===== config.mk =====
export PLATFORM = sky130hd
export DESIGN_NAME = fcs_controller
export DESIGN_NICKNAME = d
export VERILOG_FILES = /design/src/rtl/fcs_pkg.sv /design/src/rtl/fcs_pin_cycle.sv /design/src/rtl/fcs_controller.sv
export VERILOG_INCLUDE_DIRS = /design/src /design/src/rtl
export SDC_FILE = /design/constraint.sdc
export NUM_CORES = 1
export LEC_CHECK = 0
export ABC_CLOCK_PERIOD_IN_PS = 3400
export BUFFER_PORTS_ARGS = -buffer_cell sky130_fd_sc_hd__buf_2
export CAP_MARGIN = 20
export CORE_ASPECT_RATIO = 0.6
export CORE_UTILIZATION = 32
export DETAILED_ROUTE_END_ITERATION = 8
export SETUP_SLACK_MARGIN = 0.05
export SYNTH_ARGS = -nofsm -noshare
export SYNTH_HDL_FRONTEND = slang
export SYNTH_HIERARCHICAL = 1
export SYNTH_SLANG_ARGS = --single-unit

===== constraint.sdc =====
create_clock -name clock -period 3.4 [get_ports clock]
set_input_delay 0.34 -clock clock [delete_from_list [all_inputs] [get_ports clock]]
set_output_delay 0.34 -clock clock [all_outputs]
set_load 0.02 [all_outputs]

===== src/rtl/fcs_map.svh =====
`ifndef FCS_MAP_SVH
`define FCS_MAP_SVH

// software register byte offsets
`define FCS_REG_CTRL 5'h00
`define FCS_REG_ADDR 5'h04
`define FCS_REG_WDATA 5'h08
`define FCS_REG_STATUS 5'h0C
`define FCS_REG_RDATA 5'h10

// operation codes written to the control register
`define FCS_OP_READ 3'h0
`define FCS_OP_ID_ENTER 3'h1
`define FCS_OP_RESET 3'h2
`define FCS_OP_PROGRAM 3'h3
`define FCS_OP_ERASE 3'h4
`define FCS_OP_PROT 3'h5

// status register bit positions
`define FCS_ST_BUSY 0
`define FCS_ST_ID_MODE 1
`define FCS_ST_ERR 2
`define FCS_ST_VFAIL 3
`define FCS_ST_DONE 4

// flash command bus values
`define FCS_UNLOCK_ADDR1 17'h05555
`define FCS_UNLOCK_ADDR2 17'h02AAA
`define FCS_UNLOCK_DATA1 8'hAA
`define FCS_UNLOCK_DATA2 8'h55
`define FCS_CMD_ID 8'h90
`define FCS_CMD_RESET 8'hF0
`define FCS_CMD_PROGRAM 8'hA0
`define FCS_CMD_ERASE_SETUP 8'h80
`define FCS_CMD_CHIP_ERASE 8'h10
`define FCS_PROT_LOW 14'h0002
`define FCS_TOGGLE_BIT 6
`define FCS_ERROR_BIT 5

// pin timing
`define FCS_CLK_NS 25
`define FCS_T_WP_NS 50
`define FCS_T_ACC_NS 90
`define FCS_WP_CYC ((`FCS_T_WP_NS + `FCS_CLK_NS - 1) / `FCS_CLK_NS)
`define FCS_ACC_CYC ((`FCS_T_ACC_NS + `FCS_CLK_NS - 1) / `FCS_CLK_NS)

`endif


===== src/rtl/fcs_pkg.sv =====
package fcs_pkg;

  typedef enum logic [2:0] {
    ST_IDLE,
    ST_SEQ,
    ST_POLL_A,
    ST_POLL_B,
    ST_VERIFY,
    ST_RECOVER
  } fcs_state_t;

  typedef enum logic [2:0] {
    CY_IDLE,
    CY_SETUP,
    CY_PULSE,
    CY_HOLD,
    CY_READ,
    CY_GAP
  } fcs_cyc_t;

  typedef struct packed {
    logic rd;
    logic last;
    logic [16:0] addr;
    logic [7:0] data;
  } fcs_step_t;

endpackage : fcs_pkg


===== src/rtl/fcs_pin_cycle.sv =====
`timescale 1ns/1ps
`include "fcs_map.svh"
// one flash bus cycle: write with select before strobe, or timed read
module fcs_pin_cycle #(
  parameter int WP_CYC = `FCS_WP_CYC,
  parameter int ACC_CYC = `FCS_ACC_CYC
) (
  input wire logic clock,
  input wire logic sys_rst,
  input wire logic req,
  input wire logic req_rd,
  input wire logic [16:0] req_addr,
  input wire logic [7:0] req_data,
  output logic done,
  output logic [7:0] rd_byte,
  output logic [16:0] flash_addr,
  output logic flash_ce_n,
  output logic flash_we_n,
  output logic flash_oe_n,
  output logic [7:0] flash_dq_out,
  output logic flash_dq_oe,
  input wire logic [7:0] flash_dq_in
);
  localparam logic [3:0] WP_LAST = 4'(WP_CYC - 1);
  localparam logic [3:0] RD_LAST = 4'(ACC_CYC + 1);

  fcs_pkg::fcs_cyc_t cyc_ff, nxt_cyc;
  logic [3:0] cnt_ff, nxt_cnt;
  logic [7:0] dq_meta_ff, dq_sync_ff;
  logic done_ff, nxt_done;
  logic [7:0] rd_byte_ff, nxt_rd_byte;
  logic [16:0] addr_ff, nxt_addr;
  logic ce_n_ff, nxt_ce_n, we_n_ff, nxt_we_n, oe_n_ff, nxt_oe_n;
  logic [7:0] dq_out_ff, nxt_dq_out;
  logic dq_oe_ff, nxt_dq_oe;

  always_comb begin
    nxt_cyc = cyc_ff;
    nxt_cnt = cnt_ff;
    nxt_done = 1'b0;
    nxt_rd_byte = rd_byte_ff;
    nxt_addr = addr_ff;
    nxt_ce_n = ce_n_ff;
    nxt_we_n = 1'b1;
    nxt_oe_n = oe_n_ff;
    nxt_dq_out = dq_out_ff;
    nxt_dq_oe = dq_oe_ff;
    case (cyc_ff)
      fcs_pkg::CY_IDLE: begin
        if (req) begin
          // address settles with select, before the strobe falls
          nxt_addr = req_addr;
          nxt_ce_n = 1'b0;
          nxt_cnt = 4'h0;
          if (req_rd) begin
            nxt_oe_n = 1'b0;
            nxt_dq_oe = 1'b0;
            nxt_cyc = fcs_pkg::CY_READ;
          end else begin
            // output enable stays high for the whole write
            nxt_oe_n = 1'b1;
            nxt_dq_out = req_data;
            nxt_dq_oe = 1'b1;
            nxt_cyc = fcs_pkg::CY_SETUP;
          end
        end
      end
      fcs_pkg::CY_SETUP: begin
        nxt_we_n = 1'b0;
        nxt_cyc = fcs_pkg::CY_PULSE;
      end
      fcs_pkg::CY_PULSE: begin
        if (cnt_ff == WP_LAST) begin
          nxt_cyc = fcs_pkg::CY_HOLD;
        end else begin
          nxt_we_n = 1'b0;
          nxt_cnt = cnt_ff + 4'h1;
        end
      end
      fcs_pkg::CY_HOLD: begin
        // strobe rose first and data is still driven: that edge latches it
        nxt_ce_n = 1'b1;
        nxt_cyc = fcs_pkg::CY_GAP;
      end
      fcs_pkg::CY_READ: begin
        // two extra cycles cover the input synchroniser
        if (cnt_ff == RD_LAST) begin
          nxt_rd_byte = dq_sync_ff;
          nxt_ce_n = 1'b1;
          nxt_oe_n = 1'b1;
          nxt_cyc = fcs_pkg::CY_GAP;
        end else begin
          nxt_cnt = cnt_ff + 4'h1;
        end
      end
      fcs_pkg::CY_GAP: begin
        nxt_dq_oe = 1'b0;
        nxt_done = 1'b1;
        nxt_cyc = fcs_pkg::CY_IDLE;
      end
      default: nxt_cyc = fcs_pkg::CY_IDLE;
    endcase
  end

  always_ff @(posedge clock or posedge sys_rst) begin
    if (sys_rst) begin
      cyc_ff <= fcs_pkg::CY_IDLE;
      cnt_ff <= 4'h0;
      dq_meta_ff <= 8'h00;
      dq_sync_ff <= 8'h00;
      done_ff <= 1'b0;
      rd_byte_ff <= 8'h00;
      addr_ff <= 17'h00000;
      ce_n_ff <= 1'b1;
      we_n_ff <= 1'b1;
      oe_n_ff <= 1'b1;
      dq_out_ff <= 8'h00;
      dq_oe_ff <= 1'b0;
    end else begin
      cyc_ff <= nxt_cyc;
      cnt_ff <= nxt_cnt;
      dq_meta_ff <= flash_dq_in;
      dq_sync_ff <= dq_meta_ff;
      done_ff <= nxt_done;
      rd_byte_ff <= nxt_rd_byte;
      addr_ff <= nxt_addr;
      ce_n_ff <= nxt_ce_n;
      we_n_ff <= nxt_we_n;
      oe_n_ff <= nxt_oe_n;
      dq_out_ff <= nxt_dq_out;
      dq_oe_ff <= nxt_dq_oe;
    end
  end

  assign done = done_ff;
  assign rd_byte = rd_byte_ff;
  assign flash_addr = addr_ff;
  assign flash_ce_n = ce_n_ff;
  assign flash_we_n = we_n_ff;
  assign flash_oe_n = oe_n_ff;
  assign flash_dq_out = dq_out_ff;
  assign flash_dq_oe = dq_oe_ff;

  property p_write_gate;
    @(posedge clock) disable iff (sys_rst)
      !flash_we_n |-> !flash_ce_n && flash_oe_n && flash_dq_oe;
  endproperty
  a_write_gate: assert property (p_write_gate)
    else $error("write strobe low without select or with output on");

  property p_no_read_in_write;
    @(posedge clock) disable iff (sys_rst)
      !flash_oe_n |-> flash_we_n && !flash_dq_oe;
  endproperty
  a_no_read_in_write: assert property (p_no_read_in_write)
    else $error("read and write cycle overlap");

  property p_we_width;
    @(posedge clock) disable iff (sys_rst)
      $fell(flash_we_n) |-> (!flash_we_n)[*2] ##1 flash_we_n;
  endproperty
  a_we_width: assert property (p_we_width)
    else $error("write strobe width wrong");

  property p_data_at_rise;
    @(posedge clock) disable iff (sys_rst)
      $rose(flash_we_n) |-> $stable(flash_dq_out) && flash_dq_oe
        && !flash_ce_n;
  endproperty
  a_data_at_rise: assert property (p_data_at_rise)
    else $error("data not held at strobe rise");

  property p_addr_stable;
    @(posedge clock) disable iff (sys_rst)
      !flash_ce_n && !$past(flash_ce_n) |-> $stable(flash_addr);
  endproperty
  a_addr_stable: assert property (p_addr_stable)
    else $error("address moved while selected");

endmodule : fcs_pin_cycle


===== src/rtl/fcs_controller.sv =====
// The implementer's own choices: the register addresses and the plain strobed port.
`timescale 1ns/1ps
`include "fcs_map.svh"
// host-side controller driving a byte-wide command-sequenced flash
module fcs_controller (
  input wire logic clock,
  input wire logic sys_rst,
  input wire logic [4:0] reg_addr,
  input wire logic [31:0] reg_wdata,
  input wire logic reg_wr,
  input wire logic reg_rd,
  output logic [31:0] reg_rdata,
  output logic [16:0] flash_addr,
  output logic flash_ce_n,
  output logic flash_we_n,
  output logic flash_oe_n,
  output logic [7:0] flash_dq_out,
  output logic flash_dq_oe,
  input wire logic [7:0] flash_dq_in
);
  localparam int SEQ_LAST_ERASE = 5;

  fcs_pkg::fcs_state_t state_ff, nxt_state;
  logic [2:0] op_ff, nxt_op;
  logic [2:0] idx_ff, nxt_idx;
  logic pend_ff, nxt_pend;
  logic [16:0] addr_reg_ff, nxt_addr_reg;
  logic [7:0] wdata_reg_ff, nxt_wdata_reg;
  logic [7:0] rdata_reg_ff, nxt_rdata_reg;
  logic id_mode_ff, nxt_id_mode;
  logic err_ff, nxt_err;
  logic vfail_ff, nxt_vfail;
  logic done_ff, nxt_done;
  logic tog_ff, nxt_tog;
  logic recheck_ff, nxt_recheck;
  logic [31:0] rdata_ff, nxt_rdata;

  logic cyc_req;
  logic cyc_done;
  logic [7:0] cyc_byte;
  fcs_pkg::fcs_step_t step;
  fcs_pkg::fcs_step_t cur;

  function automatic fcs_pkg::fcs_step_t wr_step(input logic [16:0] a,
      input logic [7:0] d, input logic last);
    fcs_pkg::fcs_step_t s;
    s.rd = 1'b0;
    s.last = last;
    s.addr = a;
    s.data = d;
    return s;
  endfunction : wr_step

  function automatic fcs_pkg::fcs_step_t rd_step(input logic [16:0] a);
    fcs_pkg::fcs_step_t s;
    s.rd = 1'b1;
    s.last = 1'b1;
    s.addr = a;
    s.data = 8'h00;
    return s;
  endfunction : rd_step

  // bus cycle at position idx of operation op; unlock cycles put zero in
  // bits 16:15, which the device ignores there
  function automatic fcs_pkg::fcs_step_t seq_step(input logic [2:0] op,
      input logic [2:0] idx, input logic [16:0] a, input logic [7:0] d);
    fcs_pkg::fcs_step_t s;
    logic [7:0] cmd;
    s = rd_step(a);
    case (op)
      `FCS_OP_ID_ENTER: cmd = `FCS_CMD_ID;
      `FCS_OP_RESET: cmd = `FCS_CMD_RESET;
      `FCS_OP_PROGRAM: cmd = `FCS_CMD_PROGRAM;
      default: cmd = `FCS_CMD_ERASE_SETUP;
    endcase
    if (op == `FCS_OP_READ) begin
      s = rd_step(a);
    end else if (op == `FCS_OP_PROT) begin
      s = rd_step({a[16:14], `FCS_PROT_LOW});
    end else begin
      case (idx)
        3'h0: s = wr_step(`FCS_UNLOCK_ADDR1, `FCS_UNLOCK_DATA1, 1'b0);
        3'h1: s = wr_step(`FCS_UNLOCK_ADDR2, `FCS_UNLOCK_DATA2, 1'b0);
        3'h2: s = wr_step(`FCS_UNLOCK_ADDR1, cmd, op == `FCS_OP_RESET);
        3'h3: begin
          if (op == `FCS_OP_ID_ENTER) begin
            s = rd_step(a);
          end else if (op == `FCS_OP_PROGRAM) begin
            s = wr_step(a, d, 1'b1);
          end else begin
            s = wr_step(`FCS_UNLOCK_ADDR1, `FCS_UNLOCK_DATA1, 1'b0);
          end
        end
        3'h4: s = wr_step(`FCS_UNLOCK_ADDR2, `FCS_UNLOCK_DATA2, 1'b0);
        default: begin
          s = wr_step(`FCS_UNLOCK_ADDR1, `FCS_CMD_CHIP_ERASE, 1'b1);
        end
      endcase
    end
    return s;
  endfunction : seq_step

  function automatic logic op_valid(input logic [2:0] op);
    return op <= `FCS_OP_PROT;
  endfunction : op_valid

  always_comb begin
    step = seq_step(op_ff, idx_ff, addr_reg_ff, wdata_reg_ff);
    if (state_ff == fcs_pkg::ST_RECOVER) begin
      cur = seq_step(`FCS_OP_RESET, idx_ff, addr_reg_ff, wdata_reg_ff);
    end else if (state_ff == fcs_pkg::ST_SEQ) begin
      cur = step;
    end else begin
      // polling and verify read the target; any address toggles
      cur = rd_step(addr_reg_ff);
    end
  end

  assign cyc_req = (state_ff != fcs_pkg::ST_IDLE) && !pend_ff;

  always_comb begin
    nxt_state = state_ff;
    nxt_op = op_ff;
    nxt_idx = idx_ff;
    nxt_pend = pend_ff;
    nxt_addr_reg = addr_reg_ff;
    nxt_wdata_reg = wdata_reg_ff;
    nxt_rdata_reg = rdata_reg_ff;
    nxt_id_mode = id_mode_ff;
    nxt_err = err_ff;
    nxt_vfail = vfail_ff;
    nxt_done = done_ff;
    nxt_tog = tog_ff;
    nxt_recheck = recheck_ff;
    nxt_rdata = 32'h00000000;

    if (reg_wr && state_ff == fcs_pkg::ST_IDLE) begin
      // registers are frozen while an operation runs, so nothing mid
      // sequence can be altered or a command slipped
      case (reg_addr)
        `FCS_REG_ADDR: nxt_addr_reg = reg_wdata[16:0];
        `FCS_REG_WDATA: nxt_wdata_reg = reg_wdata[7:0];
        `FCS_REG_CTRL: begin
          if (op_valid(reg_wdata[2:0])) begin
            nxt_op = reg_wdata[2:0];
            nxt_idx = 3'h0;
            nxt_pend = 1'b0;
            nxt_done = 1'b0;
            nxt_vfail = 1'b0;
            nxt_recheck = 1'b0;
            nxt_state = fcs_pkg::ST_SEQ;
          end
        end
        default: nxt_rdata = 32'h00000000;
      endcase
    end

    if (reg_rd) begin
      case (reg_addr)
        `FCS_REG_CTRL: nxt_rdata = {29'h0, op_ff};
        `FCS_REG_ADDR: nxt_rdata = {15'h0, addr_reg_ff};
        `FCS_REG_WDATA: nxt_rdata = {24'h0, wdata_reg_ff};
        `FCS_REG_STATUS: nxt_rdata = {27'h0, done_ff, vfail_ff, err_ff,
                                      id_mode_ff,
                                      state_ff != fcs_pkg::ST_IDLE};
        `FCS_REG_RDATA: nxt_rdata = {24'h0, rdata_reg_ff};
        default: nxt_rdata = 32'h00000000;
      endcase
    end

    if (cyc_req) begin
      nxt_pend = 1'b1;
    end else if (cyc_done) begin
      nxt_pend = 1'b0;
      case (state_ff)
        fcs_pkg::ST_SEQ: begin
          if (!step.last) begin
            nxt_idx = idx_ff + 3'h1;
          end else begin
            nxt_idx = 3'h0;
            if (step.rd) begin
              // codes by low address byte, repeatable in id mode
              nxt_rdata_reg = cyc_byte;
            end
            case (op_ff)
              `FCS_OP_ID_ENTER: nxt_id_mode = 1'b1;
              `FCS_OP_RESET: begin
                nxt_id_mode = 1'b0;
                nxt_err = 1'b0;
              end
              default: nxt_id_mode = id_mode_ff;
            endcase
            if (op_ff == `FCS_OP_PROGRAM || op_ff == `FCS_OP_ERASE) begin
              // erase runs alone inside; host only polls
              nxt_state = fcs_pkg::ST_POLL_A;
            end else begin
              nxt_done = 1'b1;
              nxt_state = fcs_pkg::ST_IDLE;
            end
          end
        end
        fcs_pkg::ST_POLL_A: begin
          nxt_tog = cyc_byte[`FCS_TOGGLE_BIT];
          nxt_state = fcs_pkg::ST_POLL_B;
        end
        fcs_pkg::ST_POLL_B: begin
          nxt_rdata_reg = cyc_byte;
          if (cyc_byte[`FCS_TOGGLE_BIT] == tog_ff) begin
            // toggling stopped: back in array read
            if (op_ff == `FCS_OP_PROGRAM) begin
              nxt_state = fcs_pkg::ST_VERIFY;
            end else begin
              nxt_done = 1'b1;
              nxt_state = fcs_pkg::ST_IDLE;
            end
          end else if (cyc_byte[`FCS_ERROR_BIT] && recheck_ff) begin
            // still toggling after the error flag rose
            nxt_err = 1'b1;
            nxt_idx = 3'h0;
            nxt_state = fcs_pkg::ST_RECOVER;
          end else begin
            nxt_recheck = cyc_byte[`FCS_ERROR_BIT];
            nxt_state = fcs_pkg::ST_POLL_A;
          end
        end
        fcs_pkg::ST_VERIFY: begin
          // a one cannot be written over a zero; such a byte reads back different and sets vfail
          nxt_rdata_reg = cyc_byte;
          nxt_vfail = cyc_byte != wdata_reg_ff;
          nxt_done = 1'b1;
          nxt_state = fcs_pkg::ST_IDLE;
        end
        fcs_pkg::ST_RECOVER: begin
          if (idx_ff == 3'h2) begin
            nxt_idx = 3'h0;
            nxt_id_mode = 1'b0;
            nxt_done = 1'b1;
            nxt_state = fcs_pkg::ST_IDLE;
          end else begin
            nxt_idx = idx_ff + 3'h1;
          end
        end
        default: nxt_state = fcs_pkg::ST_IDLE;
      endcase
    end
  end

  // reset leaves no sequence in flight in the controller; nothing resets the flash's own state
  always_ff @(posedge clock or posedge sys_rst) begin
    if (sys_rst) begin
      state_ff <= fcs_pkg::ST_IDLE;
      op_ff <= 3'h0;
      idx_ff <= 3'h0;
      pend_ff <= 1'b0;
      addr_reg_ff <= 17'h00000;
      wdata_reg_ff <= 8'hFF;
      rdata_reg_ff <= 8'h00;
      id_mode_ff <= 1'b0;
      err_ff <= 1'b0;
      vfail_ff <= 1'b0;
      done_ff <= 1'b0;
      tog_ff <= 1'b0;
      recheck_ff <= 1'b0;
      rdata_ff <= 32'h00000000;
    end else begin
      state_ff <= nxt_state;
      op_ff <= nxt_op;
      idx_ff <= nxt_idx;
      pend_ff <= nxt_pend;
      addr_reg_ff <= nxt_addr_reg;
      wdata_reg_ff <= nxt_wdata_reg;
      rdata_reg_ff <= nxt_rdata_reg;
      id_mode_ff <= nxt_id_mode;
      err_ff <= nxt_err;
      vfail_ff <= nxt_vfail;
      done_ff <= nxt_done;
      tog_ff <= nxt_tog;
      recheck_ff <= nxt_recheck;
      rdata_ff <= nxt_rdata;
    end
  end

  assign reg_rdata = rdata_ff;

  fcs_pin_cycle u_cycle (
    .clock(clock),
    .sys_rst(sys_rst),
    .req(cyc_req),
    .req_rd(cur.rd),
    .req_addr(cur.addr),
    .req_data(cur.data),
    .done(cyc_done),
    .rd_byte(cyc_byte),
    .flash_addr(flash_addr),
    .flash_ce_n(flash_ce_n),
    .flash_we_n(flash_we_n),
    .flash_oe_n(flash_oe_n),
    .flash_dq_out(flash_dq_out),
    .flash_dq_oe(flash_dq_oe),
    .flash_dq_in(flash_dq_in)
  );

  property p_unlock_first;
    @(posedge clock) disable iff (sys_rst)
      cyc_req && state_ff == fcs_pkg::ST_SEQ && idx_ff == 3'h0 && !cur.rd
        |-> cur.addr == `FCS_UNLOCK_ADDR1 && cur.data == `FCS_UNLOCK_DATA1;
  endproperty
  a_unlock_first: assert property (p_unlock_first)
    else $error("command sequence without first unlock");

  property p_erase_final;
    @(posedge clock) disable iff (sys_rst)
      cyc_req && state_ff == fcs_pkg::ST_SEQ && op_ff == `FCS_OP_ERASE
        && idx_ff == 3'(SEQ_LAST_ERASE)
        |-> !cur.rd && cur.data == `FCS_CMD_CHIP_ERASE && cur.last;
  endproperty
  a_erase_final: assert property (p_erase_final)
    else $error("chip erase final cycle wrong");

  property p_program_data;
    @(posedge clock) disable iff (sys_rst)
      cyc_req && state_ff == fcs_pkg::ST_SEQ && op_ff == `FCS_OP_PROGRAM
        && idx_ff == 3'h3
        |-> !cur.rd && cur.addr == addr_reg_ff && cur.data == wdata_reg_ff;
  endproperty
  a_program_data: assert property (p_program_data)
    else $error("program data cycle wrong");

  property p_err_recover;
    @(posedge clock) disable iff (sys_rst)
      $rose(err_ff) |-> state_ff == fcs_pkg::ST_RECOVER;
  endproperty
  a_err_recover: assert property (p_err_recover)
    else $error("error flag without reset recovery");

  property p_id_exit;
    @(posedge clock) disable iff (sys_rst)
      cyc_done && state_ff == fcs_pkg::ST_SEQ && op_ff == `FCS_OP_RESET
        && idx_ff == 3'h2 |=> !id_mode_ff && state_ff == fcs_pkg::ST_IDLE;
  endproperty
  a_id_exit: assert property (p_id_exit)
    else $error("reset did not leave identification mode");

  property p_id_enter;
    @(posedge clock) disable iff (sys_rst)
      cyc_done && state_ff == fcs_pkg::ST_SEQ && op_ff == `FCS_OP_ID_ENTER
        && idx_ff == 3'h3 |=> id_mode_ff && done_ff;
  endproperty
  a_id_enter: assert property (p_id_enter)
    else $error("query did not enter identification mode");

endmodule : fcs_controller


==> qor.yml <==
layout-drive-gt1-share_pct: 32.78
holdWs_ns: 0.01955
setup_tns_ns: 0
cts_setup_buffers: 0
start_kind: "flop"
grt_util_all_layers_pct: 17.14
finalCritPeriodShare_pct: 87.01
pin_count: 110
numClockSinks: 127
clockBufferDepth: 2
wl_per_cell_um: 17.87
root_buffer: "clkbuf_16"
grt_pass1_vias: 4290
max_freq_mhz: 338.0
final-setup-viol-count: 0
final_common_cell: "dfrtp_1"
gp_congestion: 0.9131
drv_cap: 0
hold_class: "in2reg"
fin_nets: 709
grt_max_degree: 49
worstPathCellList: "inv_1 -> ha_1 -> nand2b_1 -> a222oi_1 -> nor3_2 -> a2111o_1 -> mux2_4"
required_ns: 3.70
hpwlAfterDp_um: 12010
cts_buffers: 17
cp-end-kind: "flop"
core.rowCount: 39
die_y_um: 110.1
slowest_stage: "a2111o_1"
routed_wl_um: 16280
ir_worst_vdd_v: 0.0003927
synth_top_family_by_area: "multiplexers"
worst-path-max-fanout: 8
layout_common_cells: "116 x dfrtp_1, 79 x buf_2, 62 x mux2_2"
clk_pin_slew_ns: 0.06
die_area_mm2: 0.02004
synthSimpleGateAreaFrac_pct: 12.58
synth_ff_type: "dfrtp_1"
synth-seq-area-share_pct: 51.25
fin_skew_ns: 0.01221
synth_mux_area_share_pct: 14.26
multiInputGateArea_mm2: 0.002741
cts_tree: "yes"
post_drt_via_cell_ratio: 5.081
rsz0062_at_grt: "no"
drtIter0Drc: 373
synth-xor-area-share_pct: 1.687
worstSetupPathType: "reg2reg"
first_pass_iters: 5
synthAdderAreaFrac_pct: 1.768
p_leak_nw: 3.550
io_buffers: 79
vias: 4629
start_util_pct: 32.73
power.density_mw_per_mm2: 785.3
netlist-cell-type-count: 64
h-tree-depth: 4
finalHoldViolCount: 0
clk_latency_ns: 0.42
status: "finished, final reports clean"
avgSynthCellArea_um2: 11.08
synth_enable_flop_cells: 0
antenna_found_initial: 0
cp.arrival_ns: 3.25
fin_crit_ns: 2.958
synth-seq-cells: 127
synth_compound_area_share_pct: 12.82
tightestPinTransition_ns: 0.9243
ys_async_sr_fraction_pct: 100.0
relSlewSlack_pct: 38.29
yosysWarnings: 6
drc: 0
overflow: 0
n_fill_cell: 1835
register_area_mm2: 0.003192
max_stage_delay_ns: 0.66
die_w_um: 182.1
grt_first_pass_wirelength_um: 25650
slew_violations: 0
num_antenna_cells: 0
core-area_mm2: 0.01903
synth_cells: 562
final_antenna_net_count: 0
synth_area_mm2: 0.006228
syn_to_final_growth_pct: 20.07
total_power_mw: 5.873
sequential cells by signal, summed over array words and instances, names as in the netlist, 4 cells and up:
name	cells
u_cycle/cnt_ff	4
u_cycle/dq_sync_ff	8
rdata_reg_ff	8
addr_reg_ff	17
u_cycle/flash_addr	17
wdata_reg_ff	8
u_cycle/flash_dq_out	8
reg_rdata	17
u_cycle/rd_byte	8
u_cycle/dq_meta_ff	8
power breakdown:
part	internal [mW]	leakage [nW]	switching, mW
clock network	1.16	0.296	0.717
logic	0.778	1.65	0.938
registers	1.88	1.61	0.396
total	3.82	3.55	2.05
kinds of logic after synthesis:
kind of cell | count (synthesis)
simple gates | 154
flops | 127
compound gates | 120
mux | 77
buf+inv | 62
xor+xnor | 12
fa+ha+maj | 9
other cells | 1
stage by stage:
step                cell area [um2]  utilization, %  setup slack [ns]  std cells
detailed placement             6839           35.94            0.5116        877
finish                         7478           39.30            0.4418        911
CTS                            7448           39.14            0.4835        909
floorplan                      6281               -            0.8258        576
global placement               6839           35.94            0.5253        877
global route                   7478           39.30            0.2379        911
routing by layer:
metal	vias to the layer above	track usage [%]	share of wire [%]
li1	2158	-	-
met1	2272	26.33	52
met2	190	22.36	39
met3	9	5.420	8.5
met4	0	4.682	0.47
met5	-	0	0
Yosys cell counts (4+ instances only):
master	number	share of area, %
a31oi_1	5	0.50
nand3_1	12	0.96
o22ai_1	4	0.40
a211oi_1	4	0.48
a21o_1	6	0.72
mux2_2	62	11
dfrtp_1	116	47
inv_1	22	1.3
nand2_1	47	2.8
o21bai_1	5	0.60
o21ai_0	23	1.8
dfstp_2	11	4.6
a22oi_1	6	0.72
mux2i_1	7	1.1
a222oi_1	6	0.96
a21oi_1	31	2.5
ha_1	8	1.6
and2_1	6	0.60
buf_6	4	0.72
buf_4	21	2.5
nor3_1	8	0.64
buf_2	4	0.32
nand4_1	4	0.40
nor2_1	31	1.9
xnor2_1	9	1.3
nand2b_1	9	0.90
and3_1	13	1.3
clkbuf_1	10	0.60
nor2b_1	9	0.90
mux2_4	8	1.9
final cells by class:
| type | instances | area share, % |
|---|---|---|
| sequential | 127 | 42.68 |
| multi-input combinational | 387 | 36.66 |
| clock buffer | 17 | 5.688 |
| inverter | 22 | 1.104 |
| timing repair buffer | 97 | 7.295 |
| clock inverter | 15 | 2.459 |
| tap | 246 | 4.116 |
repair_timing:
action | in CTS | in global routing
gates resized for setup | 0 | 0
hold endpoints to repair | 0 | 4
hold buffers | 0 | 1
worst paths after layout:
check | from | endpoint | slack, ns | cells past startpoint
worst max-delay path | idx_ff[0]$_DFF_PP0_ | rdata_reg_ff[2]$_DFFE_PP0P_ | 0.44 | 7
worst min-delay path | flash_dq_in[4] | u_cycle/dq_meta_ff[4]$_DFF_PP0_ | 0.02 | 1
worst max register to register | idx_ff[0]$_DFF_PP0_ | rdata_reg_ff[2]$_DFFE_PP0P_ | 0.44 | 7
worst min register to register | u_cycle/dq_meta_ff[6]$_DFF_PP0_ | u_cycle/dq_sync_ff[6]$_DFF_PP0_ | 0.35 | 0
max in group asynchronous | sys_rst | u_cycle/flash_addr[16]$_DFFE_PP0P_ | 1.89 | 4
min in group asynchronous | sys_rst | rdata_reg_ff[3]$_DFFE_PP0P_ | 0.38 | 3
worst max-delay path: cells and delay by family (launching register included):
family                   cells  cell delay (ns)
AND/OR/NAND/NOR              2             0.38
adder cells (fa/ha/maj)      1             0.30
multiplexers                 1             0.38
flip-flops                   1             0.48
AO/OA/AOI/OAI                2             1.17
buffers and inverters        1             0.12
(Power assumes the default switching activity.)
